--- src/pkg/rtc_defs.svh ---
// rtc_defs.svh: register map, field positions, reset values and counts
// assumes: included by bare name from the package only; modules use its macros without including it
`ifndef RTC_DEFS_SVH
`define RTC_DEFS_SVH
// register indexes
`define RTC_IDX_CTRL1      4'h0
`define RTC_IDX_CTRL2      4'h1
`define RTC_IDX_TIME_LO    4'h2
`define RTC_IDX_TIME_HI    4'h8
`define RTC_IDX_ALARM_LO   4'h9
`define RTC_IDX_ALARM_HI   4'hC
`define RTC_IDX_SQW        4'hD
`define RTC_IDX_TMR_CTRL   4'hE
`define RTC_IDX_TMR_VAL    4'hF
// field positions
`define RTC_B_PTEST        7
`define RTC_B_STOP         5
`define RTC_B_STEST        3
`define RTC_B_PULSE        4
`define RTC_B_ALM_FLG      3
`define RTC_B_TMR_FLG      2
`define RTC_B_ALM_IE       1
`define RTC_B_TMR_IE       0
`define RTC_B_EN           7
// reset values
`define RTC_RST_SEL        2'h3
`define RTC_RST_ALARM      32'h80808080
// serial engine
`define RTC_BITS_PER_BYTE  4'h8
`define RTC_DIR_READ       1'b1
// prescaler
`define RTC_DIV_W          15
`define RTC_MASK_4096      15'h0007
`define RTC_MASK_64        15'h01FF
`define RTC_MASK_1         15'h7FFF
`define RTC_SEC_LAST       6'h3B
// pulse widths, in oscillator periods
`define RTC_PW_8192        10'h004
`define RTC_PW_4096        10'h008
`define RTC_PW_128         10'h100
`define RTC_PW_64          10'h200
`define RTC_N_ONE          8'h01
// tick indexes
`define RTC_SRC_4096       2'h0
`define RTC_SRC_64         2'h1
`endif

--- src/pkg/rtc_pkg.sv ---
// rtc_pkg: state encodings and state records
// assumes: rtc_defs.svh on the include path
`include "rtc_defs.svh"
package rtc_pkg;

  typedef enum logic [8:0] {
    RTC_IDLE  = 9'h001,
    RTC_ADDR  = 9'h002,
    RTC_AACK  = 9'h004,
    RTC_PTR   = 9'h008,
    RTC_PACK  = 9'h010,
    RTC_WDATA = 9'h020,
    RTC_WACK  = 9'h040,
    RTC_RDATA = 9'h080,
    RTC_RACK  = 9'h100
  } rtc_bus_e;

  typedef struct packed {
    logic                   osc_q;
    logic                   osc_tick;
    logic [`RTC_DIV_W-1:0]  div;
    logic [5:0]             sec;
    logic [3:0]             tick;
  } rtc_presc_s;

endpackage : rtc_pkg

--- src/pkg/rtc_tick_if.sv ---
// rtc_tick_if: prescaler outputs and divider hold
// assumes: one clock shared by both ends
`timescale 1ns/100ps
`default_nettype none
interface rtc_tick_if;
  logic        hold;
  logic        osc_level;
  logic        osc_tick;
  logic [14:0] div;
  logic [3:0]  tick;
  modport presc (input hold, output osc_level, osc_tick, div, tick);
  modport ctrl  (output hold, input osc_level, osc_tick, div, tick);
endinterface : rtc_tick_if
`default_nettype wire

--- src/rtl/rtc_prescaler.sv ---
// rtc_prescaler: oscillator divider chain and timer source ticks
// assumes: osc_in synchronous to clock_in, far slower than it
`timescale 1ns/100ps
`default_nettype none
module rtc_prescaler
  import rtc_pkg::*;
(
  // clock and reset
  input  wire logic   clock_in,
  input  wire logic   resetn_in,
  // oscillator
  input  wire logic   osc_in,
  // ticks
  rtc_tick_if.presc   tk
);

  rtc_presc_s r;
  rtc_presc_s n;

  always_comb begin
    n          = r;
    n.osc_q    = osc_in;
    n.osc_tick = ~r.osc_q & osc_in;
    n.tick     = 4'h0;
    if (tk.hold) begin
      n.div = '0;
      n.sec = 6'h00;
    end else if (n.osc_tick) begin
      n.div     = r.div + 15'h0001;
      n.tick[0] = (r.div & `RTC_MASK_4096) == `RTC_MASK_4096;
      n.tick[1] = (r.div & `RTC_MASK_64) == `RTC_MASK_64;
      n.tick[2] = r.div == `RTC_MASK_1;
      if (n.tick[2]) begin
        n.sec     = (r.sec == `RTC_SEC_LAST) ? 6'h00 : r.sec + 6'h01;
        n.tick[3] = r.sec == `RTC_SEC_LAST;
      end
    end
  end

  always_ff @(posedge clock_in or negedge resetn_in) begin
    if (!resetn_in) begin
      r <= '0;
    end else begin
      r <= n;
    end
  end

  assign tk.osc_level = r.osc_q;
  assign tk.osc_tick  = r.osc_tick;
  assign tk.div       = r.div;
  assign tk.tick      = r.tick;

endmodule : rtc_prescaler
`default_nettype wire

--- src/rtl/rtc_ctrl_top.sv ---
// rtc_ctrl_top: control registers, timer, interrupt, square wave, serial target
// assumes: scl_in, sda_in, osc_in synchronous to clock_in; open-drain pins resolved outside
//
// Function
// - primary test-enable bit at 1 enters test mode, 0 normal.
// - divider-stop bit at 1 in test mode holds prescaler dividers at zero.
// - secondary test-enable bit at 1 activates test mode, 0 normal.
// - pulse-select 0: set timer flag holds interrupt low while set.
// - pulse-select 1: interrupt pulses on timer event, width from source and N.
// - timer flag and interrupt output assert in the same cycle.
// - countdown value zero keeps timer stopped, no events.
// - alarm flag set by alarm; software may only clear it.
// - timer flag set by timer; software may only clear it.
// - alarm interrupt enable gates alarm flag onto interrupt output.
// - timer interrupt enable gates timer events onto interrupt output.
// - square-wave enable drives the clock output at the selected frequency.
// - frequency codes: 32.768 kHz, 8.192 kHz, 4.096 kHz, 1 Hz.
// - timer clock enable feeds the selected source to the countdown.
// - timer source codes: 4096 Hz, 64 Hz, 1 Hz, 1/60 Hz.
// - in writes every received byte, address included, is acknowledged low.
// - every byte moves most significant bit first.
// - first byte after START matched against seven-bit address plus direction.
// - byte after write address loads pointer; later bytes write selected register.
// - reads start at the current pointer, kept from earlier transfers.
// - repeated START ends the transfer and expects a new address byte.
// - pointer advances after every data byte, read or written, until STOP.
// - START copies running time counters into a shadow set for reads.
// - reset: all bits zero except square-wave enable, timer source select, secondary test, alarm disables.
`timescale 1ns/100ps
`default_nettype none
module rtc_ctrl_top
  import rtc_pkg::*;
#(
  parameter logic [6:0] TARGET_ADDR = 7'h2A  // arbitrary value
)
(
  // clock and reset
  input  wire logic         clock_in,
  input  wire logic         resetn_in,
  // serial bus
  input  wire logic         scl_in,
  input  wire logic         sda_in,
  output logic              sda_oe_n_out,
  // oscillator
  input  wire logic         osc_in,
  // timekeeping and alarm side
  input  wire logic [55:0]  time_regs_in,
  input  wire logic         alarm_match_in,
  output logic              time_wr_out,
  output logic [2:0]        time_wr_index_out,
  output logic [7:0]        time_wr_data_out,
  output logic [31:0]       alarm_regs_out,
  // pins and mode levels
  output logic              int_oe_n_out,
  output logic              square_wave_out_oe_n_out,
  output logic              primary_test_enable_out,
  output logic              secondary_test_enable_out
);

  typedef struct packed {
    rtc_bus_e     st;
    logic         scl_q;
    logic         sda_q;
    logic [3:0]   cnt;
    logic [7:0]   shift;
    logic         dir;
    logic [3:0]   ptr;
    logic         sda_oe_n;
    logic         primary_test_enable;
    logic         div_stop;
    logic         secondary_test_enable;
    logic         interrupt_pulse_select;
    logic         alarm_event_flag;
    logic         timer_event_flag;
    logic         alarm_interrupt_enable;
    logic         timer_interrupt_enable;
    logic         square_wave_enable;
    logic [1:0]   square_wave_freq_sel;
    logic         timer_clock_enable;
    logic [1:0]   timer_source_sel;
    logic [7:0]   tmr_n;
    logic [7:0]   tmr_cnt;
    logic [9:0]   pulse_cnt;
    logic [55:0]  shadow;
    logic [31:0]  alarm;
    logic         int_n;
    logic         sq_oe_n;
    logic         time_wr;
    logic [2:0]   time_idx;
    logic [7:0]   time_data;
  } rtc_top_s;

  rtc_top_s   r;
  rtc_top_s   n;
  rtc_tick_if tk ();

  logic       start_c;
  logic       stop_c;
  logic       rise_c;
  logic       fall_c;

  ////////////////////////////////////////////////////////////////////////////////
  // prescaler
  rtc_prescaler u_presc (
    .clock_in  (clock_in),
    .resetn_in (resetn_in),
    .osc_in    (osc_in),
    .tk        (tk)
  );

  assign tk.hold = r.primary_test_enable & r.div_stop;

  ////////////////////////////////////////////////////////////////////////////////
  // bus conditions
  assign start_c = r.scl_q & scl_in & r.sda_q & ~sda_in;
  assign stop_c  = r.scl_q & scl_in & ~r.sda_q & sda_in;
  assign rise_c  = ~r.scl_q & scl_in;
  assign fall_c  = r.scl_q & ~scl_in;

  ////////////////////////////////////////////////////////////////////////////////
  // next state
  always_comb begin
    logic [7:0] rd;
    logic [7:0] d;
    logic       wr_en;
    logic       evt;
    logic       sq_lvl;
    logic [9:0] pw;
    logic [1:0] aidx;
    rd     = 8'h00;
    d      = r.shift;
    wr_en  = 1'b0;
    evt    = 1'b0;
    sq_lvl = 1'b0;
    pw     = `RTC_PW_64;
    aidx   = r.ptr[1:0] - 2'h1;
    n      = r;
    n.scl_q   = scl_in;
    n.sda_q   = sda_in;
    n.time_wr = 1'b0;

    // read mux
    case (r.ptr)
      `RTC_IDX_CTRL1: begin
        rd[`RTC_B_PTEST] = r.primary_test_enable;
        rd[`RTC_B_STOP]  = r.div_stop;
        rd[`RTC_B_STEST] = r.secondary_test_enable;
      end
      `RTC_IDX_CTRL2: begin
        rd[`RTC_B_PULSE]   = r.interrupt_pulse_select;
        rd[`RTC_B_ALM_FLG] = r.alarm_event_flag;
        rd[`RTC_B_TMR_FLG] = r.timer_event_flag;
        rd[`RTC_B_ALM_IE]  = r.alarm_interrupt_enable;
        rd[`RTC_B_TMR_IE]  = r.timer_interrupt_enable;
      end
      `RTC_IDX_SQW: begin
        rd[`RTC_B_EN] = r.square_wave_enable;
        rd[1:0]       = r.square_wave_freq_sel;
      end
      `RTC_IDX_TMR_CTRL: begin
        rd[`RTC_B_EN] = r.timer_clock_enable;
        rd[1:0]       = r.timer_source_sel;
      end
      `RTC_IDX_TMR_VAL: begin
        rd = r.tmr_cnt;
      end
      default: begin
        if (r.ptr >= `RTC_IDX_ALARM_LO) begin
          rd = r.alarm[{aidx, 3'h0} +: 8];
        end else begin
          rd = r.shadow[{r.ptr[2:0] - 3'h2, 3'h0} +: 8];
        end
      end
    endcase

    // serial target
    if (start_c) begin
      n.st       = RTC_ADDR;
      n.cnt      = 4'h0;
      n.sda_oe_n = 1'b1;
      n.shadow   = time_regs_in;
    end else if (stop_c) begin
      n.st       = RTC_IDLE;
      n.sda_oe_n = 1'b1;
    end else if (rise_c) begin
      case (r.st)
        RTC_ADDR, RTC_PTR, RTC_WDATA: begin
          n.shift = {r.shift[6:0], sda_in};
          n.cnt   = r.cnt + 4'h1;
        end
        RTC_RDATA: begin
          n.cnt = r.cnt + 4'h1;
        end
        RTC_RACK: begin
          if (sda_in) begin
            n.st = RTC_IDLE;
          end
        end
        default: begin
          n.st = r.st;
        end
      endcase
    end else if (fall_c) begin
      case (r.st)
        RTC_ADDR: begin
          if (r.cnt == `RTC_BITS_PER_BYTE) begin
            if (r.shift[7:1] == TARGET_ADDR) begin
              n.sda_oe_n = 1'b0;
              n.dir      = r.shift[0];
              n.st       = RTC_AACK;
            end else begin
              n.st = RTC_IDLE;
            end
          end
        end
        RTC_AACK: begin
          n.cnt = 4'h0;
          if (r.dir == `RTC_DIR_READ) begin
            n.shift    = rd;
            n.sda_oe_n = rd[7];
            n.st       = RTC_RDATA;
          end else begin
            n.sda_oe_n = 1'b1;
            n.st       = RTC_PTR;
          end
        end
        RTC_PTR: begin
          if (r.cnt == `RTC_BITS_PER_BYTE) begin
            n.ptr      = r.shift[3:0];
            n.sda_oe_n = 1'b0;
            n.st       = RTC_PACK;
          end
        end
        RTC_PACK, RTC_WACK: begin
          n.sda_oe_n = 1'b1;
          n.cnt      = 4'h0;
          n.st       = RTC_WDATA;
        end
        RTC_WDATA: begin
          if (r.cnt == `RTC_BITS_PER_BYTE) begin
            wr_en      = 1'b1;
            n.ptr      = r.ptr + 4'h1;
            n.sda_oe_n = 1'b0;
            n.st       = RTC_WACK;
          end
        end
        RTC_RDATA: begin
          if (r.cnt == `RTC_BITS_PER_BYTE) begin
            n.sda_oe_n = 1'b1;
            n.ptr      = r.ptr + 4'h1;
            n.st       = RTC_RACK;
          end else begin
            n.shift    = {r.shift[6:0], 1'b0};
            n.sda_oe_n = r.shift[6];
          end
        end
        RTC_RACK: begin
          n.shift    = rd;
          n.sda_oe_n = rd[7];
          n.cnt      = 4'h0;
          n.st       = RTC_RDATA;
        end
        default: begin
          n.sda_oe_n = 1'b1;
        end
      endcase
    end

    // countdown timer
    if (r.timer_clock_enable && tk.tick[r.timer_source_sel]) begin
      if (r.tmr_n != 8'h00) begin
        if (r.tmr_cnt <= `RTC_N_ONE) begin
          evt       = 1'b1;
          n.tmr_cnt = r.tmr_n;
        end else begin
          n.tmr_cnt = r.tmr_cnt - 8'h01;
        end
      end
    end

    // register writes
    if (wr_en) begin
      case (r.ptr)
        `RTC_IDX_CTRL1: begin
          n.primary_test_enable   = d[`RTC_B_PTEST];
          n.div_stop              = d[`RTC_B_STOP];
          n.secondary_test_enable = d[`RTC_B_STEST];
        end
        `RTC_IDX_CTRL2: begin
          n.interrupt_pulse_select = d[`RTC_B_PULSE];
          n.alarm_event_flag       = r.alarm_event_flag & d[`RTC_B_ALM_FLG];
          n.timer_event_flag       = r.timer_event_flag & d[`RTC_B_TMR_FLG];
          n.alarm_interrupt_enable = d[`RTC_B_ALM_IE];
          n.timer_interrupt_enable = d[`RTC_B_TMR_IE];
        end
        `RTC_IDX_SQW: begin
          n.square_wave_enable   = d[`RTC_B_EN];
          n.square_wave_freq_sel = d[1:0];
        end
        `RTC_IDX_TMR_CTRL: begin
          n.timer_clock_enable = d[`RTC_B_EN];
          n.timer_source_sel   = d[1:0];
        end
        `RTC_IDX_TMR_VAL: begin
          n.tmr_n   = d;
          n.tmr_cnt = d;
        end
        default: begin
          if (r.ptr >= `RTC_IDX_ALARM_LO) begin
            n.alarm[{aidx, 3'h0} +: 8] = d;
          end else if (r.ptr >= `RTC_IDX_TIME_LO) begin
            n.time_wr   = 1'b1;
            n.time_idx  = r.ptr[2:0] - 3'h2;
            n.time_data = d;
          end
        end
      endcase
    end

    // flags: a set wins over a clear
    if (alarm_match_in) begin
      n.alarm_event_flag = 1'b1;
    end
    if (evt) begin
      n.timer_event_flag = 1'b1;
    end

    // pulse width
    case (r.timer_source_sel)
      `RTC_SRC_4096: pw = (r.tmr_n == `RTC_N_ONE) ? `RTC_PW_8192 : `RTC_PW_4096;
      `RTC_SRC_64:   pw = (r.tmr_n == `RTC_N_ONE) ? `RTC_PW_128 : `RTC_PW_64;
      default:       pw = `RTC_PW_64;
    endcase
    if (evt && r.interrupt_pulse_select) begin
      n.pulse_cnt = pw;
    end else if (tk.osc_tick && r.pulse_cnt != 10'h000) begin
      n.pulse_cnt = r.pulse_cnt - 10'h001;
    end

    // interrupt pin, from next-state flags
    n.int_n = ~(((n.interrupt_pulse_select ? (n.pulse_cnt != 10'h000)
                                           : n.timer_event_flag)
                 & n.timer_interrupt_enable)
                | (n.alarm_event_flag & n.alarm_interrupt_enable));

    // square wave
    case (r.square_wave_freq_sel)
      2'h0:    sq_lvl = tk.osc_level;
      2'h1:    sq_lvl = tk.div[1];
      2'h2:    sq_lvl = tk.div[2];
      default: sq_lvl = tk.div[14];
    endcase
    n.sq_oe_n = ~r.square_wave_enable | sq_lvl;
  end

  ////////////////////////////////////////////////////////////////////////////////
  // state register
  always_ff @(posedge clock_in or negedge resetn_in) begin
    if (!resetn_in) begin
      r                       <= '0;
      r.st                    <= RTC_IDLE;
      r.scl_q                 <= 1'b1;
      r.sda_q                 <= 1'b1;
      r.sda_oe_n              <= 1'b1;
      r.secondary_test_enable <= 1'b1;
      r.square_wave_enable    <= 1'b1;
      r.timer_source_sel      <= `RTC_RST_SEL;
      r.alarm                 <= `RTC_RST_ALARM;
      r.int_n                 <= 1'b1;
      r.sq_oe_n               <= 1'b1;
    end else begin
      r <= n;
    end
  end

  ////////////////////////////////////////////////////////////////////////////////
  // outputs
  assign sda_oe_n_out              = r.sda_oe_n;
  assign time_wr_out               = r.time_wr;
  assign time_wr_index_out         = r.time_idx;
  assign time_wr_data_out          = r.time_data;
  assign alarm_regs_out            = r.alarm;
  assign int_oe_n_out              = r.int_n;
  assign square_wave_out_oe_n_out  = r.sq_oe_n;
  assign primary_test_enable_out   = r.primary_test_enable;
  assign secondary_test_enable_out = r.secondary_test_enable;

endmodule : rtc_ctrl_top
`default_nettype wire

--- config.mk ---
export PLATFORM = sky130hd
export DESIGN_NAME = rtc_ctrl_top
export DESIGN_NICKNAME = d
export VERILOG_FILES = /design/src/pkg/rtc_pkg.sv /design/src/pkg/rtc_tick_if.sv /design/src/rtl/rtc_prescaler.sv /design/src/rtl/rtc_ctrl_top.sv
export VERILOG_INCLUDE_DIRS = /design/src /design/src/pkg
export SDC_FILE = /design/constraint.sdc
export NUM_CORES = 1
export LEC_CHECK = 0
export ABC_AREA = 1
export BUFFER_PORTS_ARGS = -buffer_cell sky130_fd_sc_hd__buf_2
export CAP_MARGIN = 10
export CELL_PAD_IN_SITES_DETAIL_PLACEMENT = 0
export CELL_PAD_IN_SITES_GLOBAL_PLACEMENT = 1
export CORE_MARGIN = 1.5
export CORE_UTILIZATION = 40
export DETAILED_ROUTE_END_ITERATION = 16
export PLACE_DENSITY = 0.75
export SKIP_CTS_REPAIR_TIMING = 1
export SLEW_MARGIN = 30
export SYNTH_ARGS = -nofsm -noshare
export SYNTH_HDL_FRONTEND = slang
export SYNTH_SLANG_ARGS = --single-unit
--- constraint.sdc ---
create_clock -name clock_in -period 2.7 [get_ports clock_in]
set_input_delay 0.405 -clock clock_in [delete_from_list [all_inputs] [get_ports clock_in]]
set_output_delay 0.405 -clock clock_in [all_outputs]
set_load 0.01 [all_outputs]
# Word-level counts from Yosys, hierarchy flattened
# Index checks and enable logic that the tools add are counted.
[word_totals] reg_bits=198 inputBits=62 out_inout_bits=49 elab_cells=254
[classes] addsub=9 order_cmp=4 n_eq_ne=41 n_shift=4 muxes=93 n_bitwise=27 n_reduce_logical=41
[op_table] cell="$mux W9" count=10
[op_table] cell="$mux W8" count=9
[op_table] cell="$pmux W9 S7" count=1
[op_table] cell="$mux W12" count=5
[op_table] cell="$shiftx A56 B7 Y8" count=1
[op_table] cell="$mux W5" count=11
[op_table] cell="$bwmux W32" count=1
[op_table] cell="$shift A8 B7 Y32 const A" count=1
[op_table] cell="$shiftx A32 B6 Y8" count=1
[op_table] cell="$shiftx A8 B7 Y32" count=1
[op_table] cell="$mux W10" count=3
[op_table] cell="$mux W27" count=1
[op_table] cell="$mux W25" count=1
[op_table] cell="$mux W4" count=6
[op_table] cell="$pmux W8 S3" count=1
[op_table] cell="$mux W1" count=22
[op_table] cell="$mux W21" count=1
[op_table] cell="$ne A4 B4 Y1 const B" count=5
[op_table] cell="$ne A5 B5 Y1 const B" count=4
[op_table] cell="$pmux W10 S2" count=1
[op_table] cell="$reduce_bool A10 Y1" count=2
[op_table] cell="$eq A9 B9 Y1 const B" count=2
[op_table] cell="$mux W18" count=1
[op_table] cell="$mux W17" count=1
[op_table] cell="66 further kinds" count=127

# Logic depth before layout (Yosys ltp)
# Gate-level depths: netlist (run 1).
[logic_depth] ltp_word=13 depth_mapped=16 ltp_nobuf=14

# Modules after synthesis
# Synthesis (run 1) repeated with hierarchy kept, for this count alone.
[hier_totals] cells_unflattened=1534 hier_area_um2=11604.9
[modules_own_cells] module="rtc_ctrl_top" instances=1 cells_each=1327 area_each_um2=9982.1 seq_area_each_um2=4296.6
[modules_own_cells] module="rtc_prescaler" instances=1 cells_each=207 area_each_um2=1622.8 seq_area_each_um2=675.6

# Least setup slack after synthesis (run 1)
# OpenSTA, ideal clock, no wires.
[synth_timing] path_kind="register to register" start="register r[144] in the netlist's numbering" end="register r, in the netlist alarm_regs_out[14]" setup_ns=0.118 t_arrival_ns=2.413 required_ns=2.582 path_slack_ns=0.169 stages_incl_launch_ff=14 n_path_buf=3 period_less_slack_ns=2.531 cell_sequence="dfrtp_1 -> clkbuf_1 -> inv_1 -> clkbuf_1 -> ha_1 -> inv_1 -> nor2_1 -> nor2_2 -> nand4_4 -> nor3_4 -> nand2_4 -> buf_6 -> nand2_2 -> o21ai_2"
[synth_between] elab_chain_cells=4 word_cells_on_any_way=14
[synth_rtl] element="start: declaration" line_no="rtc_ctrl_top.sv:93" text="rtc_top_s r;"
[synth_rtl] element="start signal: assignment" line_no="rtc_ctrl_top.sv:372" text="r <= n;"
[synth_rtl] element="$sub A2 B1 Y2 (tied with other cells)" line_no="rtc_ctrl_top.sv:136" text="aidx = r.ptr[1:0] - 2'h1;"
[synth_rtl] element="$neg A5 Y7 / $reduce_or A5 Y1 (equally long branches)"
[synth_rtl] element="$shiftx A8 B7 Y32 (tied with other cells)" line_no="rtc_ctrl_top.sv:310" text="n.alarm[{aidx, 3'h0} +: 8] = d;"
[synth_rtl] element="$bwmux W32 / $reduce_and A3 Y1 (equally long branches)"
# Several ways; a longest one is shown, not always the timed one.
# A chain may end at the register's enable or synchronous reset.

==> qor.txt, run 1 <==
Seq pwr share = 37.8%
Post-Syn Area = 10,900 um2
Switching Power = 3.82 mW
Clock root cell = clkbuf_16
Rows = 60
Area share of and/or/nand/nor cells after synthesis = 28.7%
Post-synth EDFFs = 0
Post-layout nets = 1,593
Clock Latency Late Sink = 0.43 ns
Diode count = 0
Largest family of logic cells by synthesized area = simple AND/OR/NAND/NOR gates
GRT Total Usage = 21.5%
Clock skew = 0.00742 ns
Rel. slew slack = 58.9%
Worst VDD drop = 0.381 mV
Fmax = 401 MHz
DP Worst Slack = 0.145 ns
Worst-Margin Slew = 0.617 ns
Core Footprint = 26,900 um2
Worst path required time = 3.00 ns
Top_reg_cell synth = dfrtp_1
Slowest CP cell = dfstp_2
GRT overflow = 0
Setup Total Neg Slack = 0 ns
Cell leakage power = 6.34 nW
Post-synth top area share = 42.2%
Sequential share of the synthesized area = 45.5%
Wire per inst = 15.8 um
DR DRC count = 0
Initial core utilization = 40.6%
Post-synthesis mux area share = 0.103%
Final Slew Violations = 0
Min Tclk post-route = 2.49 ns
Syn Area/Cell = 7.64 um2
Outcome = finished, final reports clean
Largest net degree at the start of global routing = 83
Setup crit start kind = flip-flop
Commonest cells post-synth = 470 x nand2_1, 184 x dfrtp_1, 133 x o21ai_0, 117 x inv_1, 109 x nor2_1
CTS tree = yes
# setup viols final = 0
Clock network power share = 26.0%
CTS Buf Count = 17
Initial antenna violation count = 0
Yosys Warn Count = 0
Global-route wire length before repair = 48,200 um
Main area contributors after synthesis = dfrtp_1 42%, nand2_1 16%, o21ai_0 6.1%
Die width = 168 um
Switching part of the total = 40.4%
Internal power = 5.63 mW
Final setup margin = 0.205 ns
RSZ-0062 raised after global routing = false
Adder-cell share of the synthesized area = 2.18%
Clock Sinks = 198
Crit. End Element = flip-flop
Worst hold stages = 1
HP Class = input port to flip-flop
Count of final hold-check violations = 0
Cell taking the most area after synthesis = dfrtp_1
Die ar. = 28,300 um2
Die H = 168 um
Layout cell share with drive strength beyond 1 = 17.8%
Post-route ant nets = 0
Vias after detailed routing = 9,421
Vias/cell = 5.05
CP max stage delay = 0.56 ns
Comb pwr share = 36.1%
Dpl hpwl = 21,800 um
Reg2Reg Depth = 11
Library cells used by synthesis = 46
Vias in the first global route = 8,983
Final worst path period share = 92.4%
Clock transition at path regs = 0.07 ns
XOR/XNOR Fraction of Synth Area = 0.722%
Area Overhead vs Synth = 12.7%
Post-Route WL = 29,500 um
I/O pins = 111
H-tree levels = 4
Pre-Repair DR Iteration Count = 5
Top-count cell post-synth = nand2_1
Placed cells = 1,827
Compound-Gate Fraction of Synth Area = 13.6%
Pwr/cell area = 768 nW/um2
GPL Wtd Cong = 0.856
#FFs+latches synth = 198
Clock Path Buffers = 2
CP Cell Sequence = inv_1, ha_1, inv_1, nand3_2, nor2_8, nand2_4, nor2_4, clkinvlp_4, buf_4, o21ai_0, o21ai_0
CP Max Fanout = 13
Syn Nets = 1,510
Initial DRC count = 807
Max Cap Viol = 0
Port-buffer cells = 110
Post-Syn Instances = 1,429
Synth async-reset ratio = 100%
Arrival time worst endpoint = 2.79 ns
Non-filler cells, final = 1,866
Setup Crit Path Kind = flip-flop to flip-flop
==> power groups by stage <==
stage	Sequential, mW	Clock, mW	Combinational, mW
6_report	3.58	2.46	3.42
5_1_grt	3.63	2.64	3.82
2_1_floorplan	3.57	0	2.17
4_1_cts	3.57	2.53	3.36
3_5_place_dp	3.63	0	3.34
3_3_place_gp	3.62	0	3.34
==> layout by cell type, fill, tap and decap left out, drive strengths merged, types with 2 or more instances in the layout <==
| cell type | Yosys | final |
|---|---|---|
| clkbuf | 29 | 21 |
| nor4 | 3 | 3 |
| nor2 | 122 | 122 |
| clkinv | 3 | 8 |
| xor2 | 8 | 8 |
| o211ai | 8 | 8 |
| buf | 57 | 147 |
| o21ai | 181 | 181 |
| a31oi | 6 | 6 |
| or2 | 2 | 2 |
| nor3 | 17 | 17 |
| dfstp | 14 | 14 |
| nand3b | 2 | 2 |
| o22ai | 17 | 17 |
| ha | 19 | 19 |
| nand2 | 488 | 488 |
| nand4 | 19 | 19 |
| a22oi | 5 | 5 |
| inv | 122 | 127 |
| nand3 | 80 | 80 |
| clkinvlp | 0 | 3 |
| dfrtp | 184 | 184 |
| a21oi | 33 | 33 |
==> metal layers <==
metal  part of all wire [%]  track usage [%]
met1                     51             32.3
met2                     43             31.8
met3                    4.2             3.10
met4                    2.3             7.10
met5                      0                0
==> sequential cells by signal, indices dropped and copies added (netlist names) <==
name,flops
int_oe_n_out,1
u_presc.tk.osc_level,1
u_presc.r,6
secondary_test_enable_out,1
u_presc.tk.div,15
r,122
time_wr_out,1
u_presc.tk.osc_tick,1
sda_oe_n_out,1
u_presc.tk.tick,4
time_wr_data_out,8
time_wr_index_out,3
alarm_regs_out,32
primary_test_enable_out,1
square_wave_out_oe_n_out,1
==> worst max-delay path: cells and delay by family (launching register included) <==
kind | cells | cell delay (ns)
compound gates | 2 | 0.19
fa+ha+maj | 1 | 0.29
buf+inv | 4 | 0.58
flops | 1 | 0.56
simple gates | 4 | 0.74
==> final timing paths <==
check	start	end	slack, ns
worst max-delay path	r[161]	r[119]	0.21
worst min-delay path	scl_in	r[161]	0.1
worst max register to register	r[161]	r[119]	0.21
worst min register to register	r[69]	r[69]	0.47
max in group asynchronous	resetn_in	r[161]	1.33
min in group asynchronous	resetn_in	u_presc.tk.div[6]	0.50
==> metrics by stage <==
stage	power, mW	hold WS (ns)	instance area [um2]	util [%]
after detailed placement	6.97	0.404	11700	43.4
after CTS	9.46	-0.0614	12200	45.5
after global routing	10.1	0.0796	12300	45.8
after global placement	6.96	0.407	11700	43.4
after floorplan	5.74	0.109	10900	-
final	9.45	0.0960	12300	45.8
==> kinds of logic (layout without fill, tap and decap cells) <==
group | Yosys count | count (layout)
compound gates | 257 | 257
xor+xnor | 9 | 9
fa+ha+maj | 19 | 19
buf+inv | 211 | 307
flops | 198 | 198
mux | 1 | 1
simple gates | 734 | 734
==> area by class of cell <==
| cell class | count | area, um2 |
|---|---|---|
| timing repair inverter | 1 | 7.51 |
| tap | 341 | 427 |
| fill | 2805 | 14600 |
| clock buffer | 20 | 447 |
| multi-input combinational | 1020 | 4970 |
| clock inverter | 12 | 111 |
| sequential | 198 | 4970 |
| timing repair buffer | 149 | 905 |
| inverter | 125 | 473 |
No activity file was read; power rests on OpenSTA's default activity.
==> inputs of run 2 (changes only) <==
- RECOVER_POWER: default -> 100
- SYNTH_HIERARCHICAL: default -> 1
==> run 2 against run 1 <==
Effect of this change:
- synthesized area up 5.4%
- sequential share of layout area is 0.61 points lower
- sequential power down 5%
- critical path type unchanged
- the flow now finishes with violations (capacitance limit, slew limit)
- design area rose by 1.6%
- largest cell class is now multi-input gates
==> qor.txt, run 2 <==
CP most frequent cell = inv_1
Clock Latency Late Sink = 0.45 ns
Switching Power = 2.07 mW
Area Overhead vs Synth = 8.58%
# setup viols final = 0
Rel. slew slack = -24.0%
Reg2reg start = r[143]
Worst hold stages = 1
Vias after detailed routing = 10,000
Comb pwr share = 12.6%
Dpl hpwl = 23,700 um
Post-Syn Area = 11,500 um2
Die H = 173 um
Outcome = complete, but fails checks
Initial antenna violation count = 0
CP Cell Sequence = inv_1, ha_1, inv_1, nor2_1, nor2_2, nand4_4, nor2_4, nand3_1, buf_2, nand2_1, o21ai_0
Clock skew = 0.0161 ns
Arrival time worst endpoint = 2.77 ns
Layout fillers = 3,035
I/O pins = 111
Crit. End Element = flip-flop
Worst-Margin Slew = 1.86 ns
Worst path required time = 3.01 ns
Final worst path period share = 91.4%
Multi-input gate area = 5220 um2
GPL Wtd Cong = 0.900
Die width = 173 um
Reg2Reg Depth = 11
Port-buffer cells = 110
Clock Sinks = 198
Global-route wire length before repair = 51,900 um
Pwr/cell area = 545 nW/um2
Final hold slack = 0.0961 ns
Clock root cell = clkbuf_16
Layout cell share with drive strength beyond 1 = 13.3%
Worst path buffer plus inverter count = 3
Final Slew Violations = 70
CP Max Fanout = 16
Max FFs per register = 122
DP Worst Slack = 0.120 ns
CTS Buf Count = 17
Setup Total Neg Slack = 0 ns
Worst VDD drop = 0.418 mV
Flop-to-flop setup slack = 0.23 ns
Initial core utilization = 41.0%
Switching part of the total = 30.3%
Pre-Repair DR Iteration Count = 5
Fmax = 405 MHz
Internal power = 4.74 mW
Post-layout nets = 1,672
Top Family by Delay on Critical Path = simple AND/OR/NAND/NOR gates
Sequential cell area = 4970 um2
Core Footprint = 28,100 um2
GRT Total Usage = 21.7%
Wire per inst = 16.0 um
Failing checks = capacitance limit, slew limit
Syn Nets = 1,604
Endpoint, Worst Hold = r[161]
Seq pwr share = 50.0%
Cell leakage power = 6.21 nW
Vias/cell = 5.06
Largest Register = r
Clock Path Buffers = 2
CTS tree = yes
Final setup margin = 0.232 ns
Slowest CP cell = dfrtp_1
Min Tclk post-route = 2.47 ns
GRT overflow = 0
DR DRC count = 0
Diode count = 0
Hold Startpoint = scl_in
Clock network power share = 37.4%
RSZ-0062 raised after global routing = false
Count of final hold-check violations = 0
Syn Area/Cell = 7.57 um2
Setup Crit Path Kind = flip-flop to flip-flop
Post-Syn Instances = 1,522
Rows = 61
HP Class = input port to flip-flop
Largest net degree at the start of global routing = 71
H-tree levels = 4
Die ar. = 29,800 um2
Vias in the first global route = 9,444
Reg2Reg Capture Point = time_wr_data_out[0]
Max Cap Viol = 1
Yosys Warn Count = 6
Setup crit start kind = flip-flop
Commonest non-fill, non-tap cells in the layout = 506 x nand2_1, 183 x dfrtp_1, 164 x o21ai_0, 142 x nor2_1, 126 x inv_1
CP max stage delay = 0.44 ns
Commonest non-fill, non-tap cell in the layout = nand2_1
Clock transition at path regs = 0.09 ns
Post-route ant nets = 0
Initial DRC count = 807
Post-Route WL = 31,800 um
==> run 2: routing by layer <==
layer	vias up	wire length [um]	GRT usage, %
li1	4977	-	-
met1	4748	16000	33.2
met2	270	13800	32.1
met3	19	1700	3.01
met4	0	271	4.78
met5	-	0	0
==> run 2: final cells by class <==
cell class / instances / area share [%]
multi-input cells: 1090 / 41.7
repair buffers: 143 / 5.97
inverters: 140 / 4.22
well taps: 378 / 3.78
flip-flops and latches: 198 / 39.8
clock inverters: 14 / 1.07
clock buffers: 18 / 3.43
==> run 2: how the worst max path moves through the flow <==
stage                 from                  end  slack, ns  cells after the start
finish              r[143]  time_wr_data_out[0]       0.23                     11
global route        r[161]  time_wr_data_out[7]       0.02                     12
CTS                 r[144]   alarm_regs_out[26]       0.10                     11
detailed placement  r[144]   alarm_regs_out[26]       0.12                     11
global placement    r[161]   alarm_regs_out[26]       0.24                     11
floorplan           r[144]   alarm_regs_out[22]       0.33                     13
==> run 2: power groups by stage <==
stage               combinational, mW  clock [mW]  sequential, mW
floorplan                       0.612           0            3.40
global placement                0.880           0            3.46
detailed placement              0.892           0            3.46
CTS                             0.894        2.61            3.41
global route                    0.988        2.72            3.44
finish                          0.856        2.55            3.41
==> run 2: metrics by stage <==
| stage | instances | util, % | cell area (um2) | power, mW |
|---|---|---|---|---|
| after floorplan | 1522 | - | 11500 | 4.01 |
| after global placement | 1948 | 43.4 | 12200 | 4.34 |
| after detailed placement | 1948 | 43.4 | 12200 | 4.35 |
| after CTS | 1980 | 45.4 | 12800 | 6.91 |
| after global routing | 1981 | 44.5 | 12500 | 7.15 |
| final | 1981 | 44.5 | 12500 | 6.81 |
==> inputs of run 3 (changes only) <==
- SYNTH_HIERARCHICAL: 1 -> default
==> run 3 against run 2 <==
Effect of this change:
- the flow now finishes without violations
- critical path type unchanged
- core utilization rose by 0.48 points
- global-route usage shrank 0.12 points
- largest cell class is now sequential cells
- register-to-register slack worse by 0.03 ns
- worst hold slack better by 0.0022 ns
- critical path depth did not move
==> qor.txt, run 3 (synthesized netlist as in run 1, its figures left out) <==
# setup viols final = 0
Setup crit start kind = flip-flop
Clock Latency Late Sink = 0.43 ns
Initial core utilization = 40.6%
GPL Wtd Cong = 0.856
Outcome = finished, final reports clean
Worst VDD drop = 0.381 mV
Layout cell share with drive strength beyond 1 = 12.1%
Reg2reg start = r[161]
Rel. slew slack = 9.60%
Final worst path period share = 92.5%
Vias/cell = 5.08
Largest Register = r
Setup Crit Path Kind = flip-flop to flip-flop
Global-route wire length before repair = 48,200 um
Crit. End Element = flip-flop
DR DRC count = 0
Overall Power = 9.40 mW
Slowest CP cell = dfstp_2
H-tree levels = 4
Top Family by Delay on Critical Path = simple AND/OR/NAND/NOR gates
Count of final hold-check violations = 0
Fmax = 400 MHz
Die width = 168 um
CP max stage delay = 0.56 ns
Clock transition at path regs = 0.07 ns
Clock Path Buffers = 2
Core Footprint = 26,900 um2
Pre-Repair DR Iteration Count = 5
Vias after detailed routing = 9,483
Multi-input gate area = 4860 um2
Final instance area = 12,100 um2
Reg2Reg Depth = 11
Post-layout nets = 1,593
Reg2Reg Capture Point = r[119]
Largest net degree at the start of global routing = 83
Max FFs per register = 122
GRT Total Usage = 21.5%
Layout fillers = 2,875
Levels on crit path = 11
Initial DRC count = 799
Endpoint, Worst Hold = r[161]
GRT overflow = 0
Arrival time worst endpoint = 2.80 ns
Worst hold stages = 1
HP Class = input port to flip-flop
CTS Buf Count = 17
Flop-to-flop setup slack = 0.20 ns
Clock skew = 0.00751 ns
Setup Total Neg Slack = 0 ns
RSZ-0062 raised after global routing = false
Diode count = 0
Dpl hpwl = 21,800 um
Wire per inst = 15.8 um
Die ar. = 28,300 um2
Port-buffer cells = 110
Die H = 168 um
CP Cell Sequence = inv_1, ha_1, inv_1, nand3_2, nor2_8, nand2_4, nor2_4, clkinvlp_4, buf_4, o21ai_0, o21ai_0
Worst-Margin Slew = 1.36 ns
Commonest non-fill, non-tap cell in the layout = nand2_1
Area Overhead vs Synth = 10.7%
Placed cell area = 11,700 um2
Hold Startpoint = scl_in
Worst path required time = 3.00 ns
CP Max Fanout = 13
Pwr/cell area = 777 nW/um2
Rows = 60
Sequential cell area = 4970 um2
Post-route ant nets = 0
Post-Route WL = 29,500 um
Initial antenna violation count = 0
Clock root cell = clkbuf_16
Vias in the first global route = 8,983
Clock Sinks = 198
Worst path buffer plus inverter count = 4
I/O pins = 111
Cell leakage power = 6.07 nW
Commonest non-fill, non-tap cells in the layout = 474 x nand2_1, 184 x dfrtp_1, 169 x o21ai_0, 119 x inv_1, 110 x nor2_1
Min Tclk post-route = 2.50 ns
CTS tree = yes
Final Slew Violations = 0
Max Cap Viol = 0
run 3: cell count changes in the layout (fill, tap and decap cells not counted), sizes merged, moves of 4 or more:
cell    change
nand3       -8
xor2        +5
nand2      -35
a21oi      +12
clkbuf      +6
nor2       -43
nor3        -5
a22oi       +4
inv        -19
a31oi       +5
o22ai       +6
run 3: worst max path at each step:
stage,start,endpoint
after global placement,r[143],time_wr_data_out[0]
after CTS,r[161],r[119]
after detailed placement,r[161],int_oe_n_out
after floorplan,r[144],alarm_regs_out[14]
after global routing,r[112],int_oe_n_out
final,r[161],r[119]
run 3: worst register-to-register path: cells and delay by family (launching register included):
kind | cells | cell delay [ns]
AOI/OAI and AO/OA | 2 | 0.19
adders and majority gates | 1 | 0.29
buffers and inverters | 4 | 0.58
DFF | 1 | 0.56
and+or+nand+nor | 4 | 0.75
run 3: layer usage:
metal  wire, um  global-route usage (%)  vias to the layer above
li1           -                       -                     4753
met1      14800                    32.3                     4414
met2      12700                    31.8                      274
met3       1430                    3.10                       42
met4        631                    7.10                        0
met5          0                       0                        -
run 3: power by group:
group          switching [mW]  leakage [nW]  internal, mW  total (mW)
clock                    1.22         0.272          1.24        2.46
combinational            2.30          3.21          1.06        3.36
sequential              0.274          2.58          3.30        3.57
total                    3.79          6.07          5.61        9.40
run 3: stage by stage:
stage | hold WS [ns] | instances | util [%] | setup WS [ns]
final | 0.0984 | 1866 | 45.0 | 0.201
after floorplan | 0.109 | 1429 | - | 0.169
after detailed placement | 0.404 | 1827 | 43.4 | 0.145
after global placement | 0.407 | 1827 | 43.4 | 0.177
after CTS | -0.0614 | 1859 | 45.5 | 0.130
after global routing | 0.0918 | 1866 | 45.0 | 0.0480
run 3: area by class of cell:
type / instances / area share [%]
clock buffer: 20 / 3.69
clock inverter: 12 / 0.921
inverter: 125 / 3.91
multi-input combinational: 1020 / 40.2
sequential: 198 / 41.1
tap: 341 / 3.53
timing repair buffer: 149 / 6.60
timing repair inverter: 1 / 0.0621
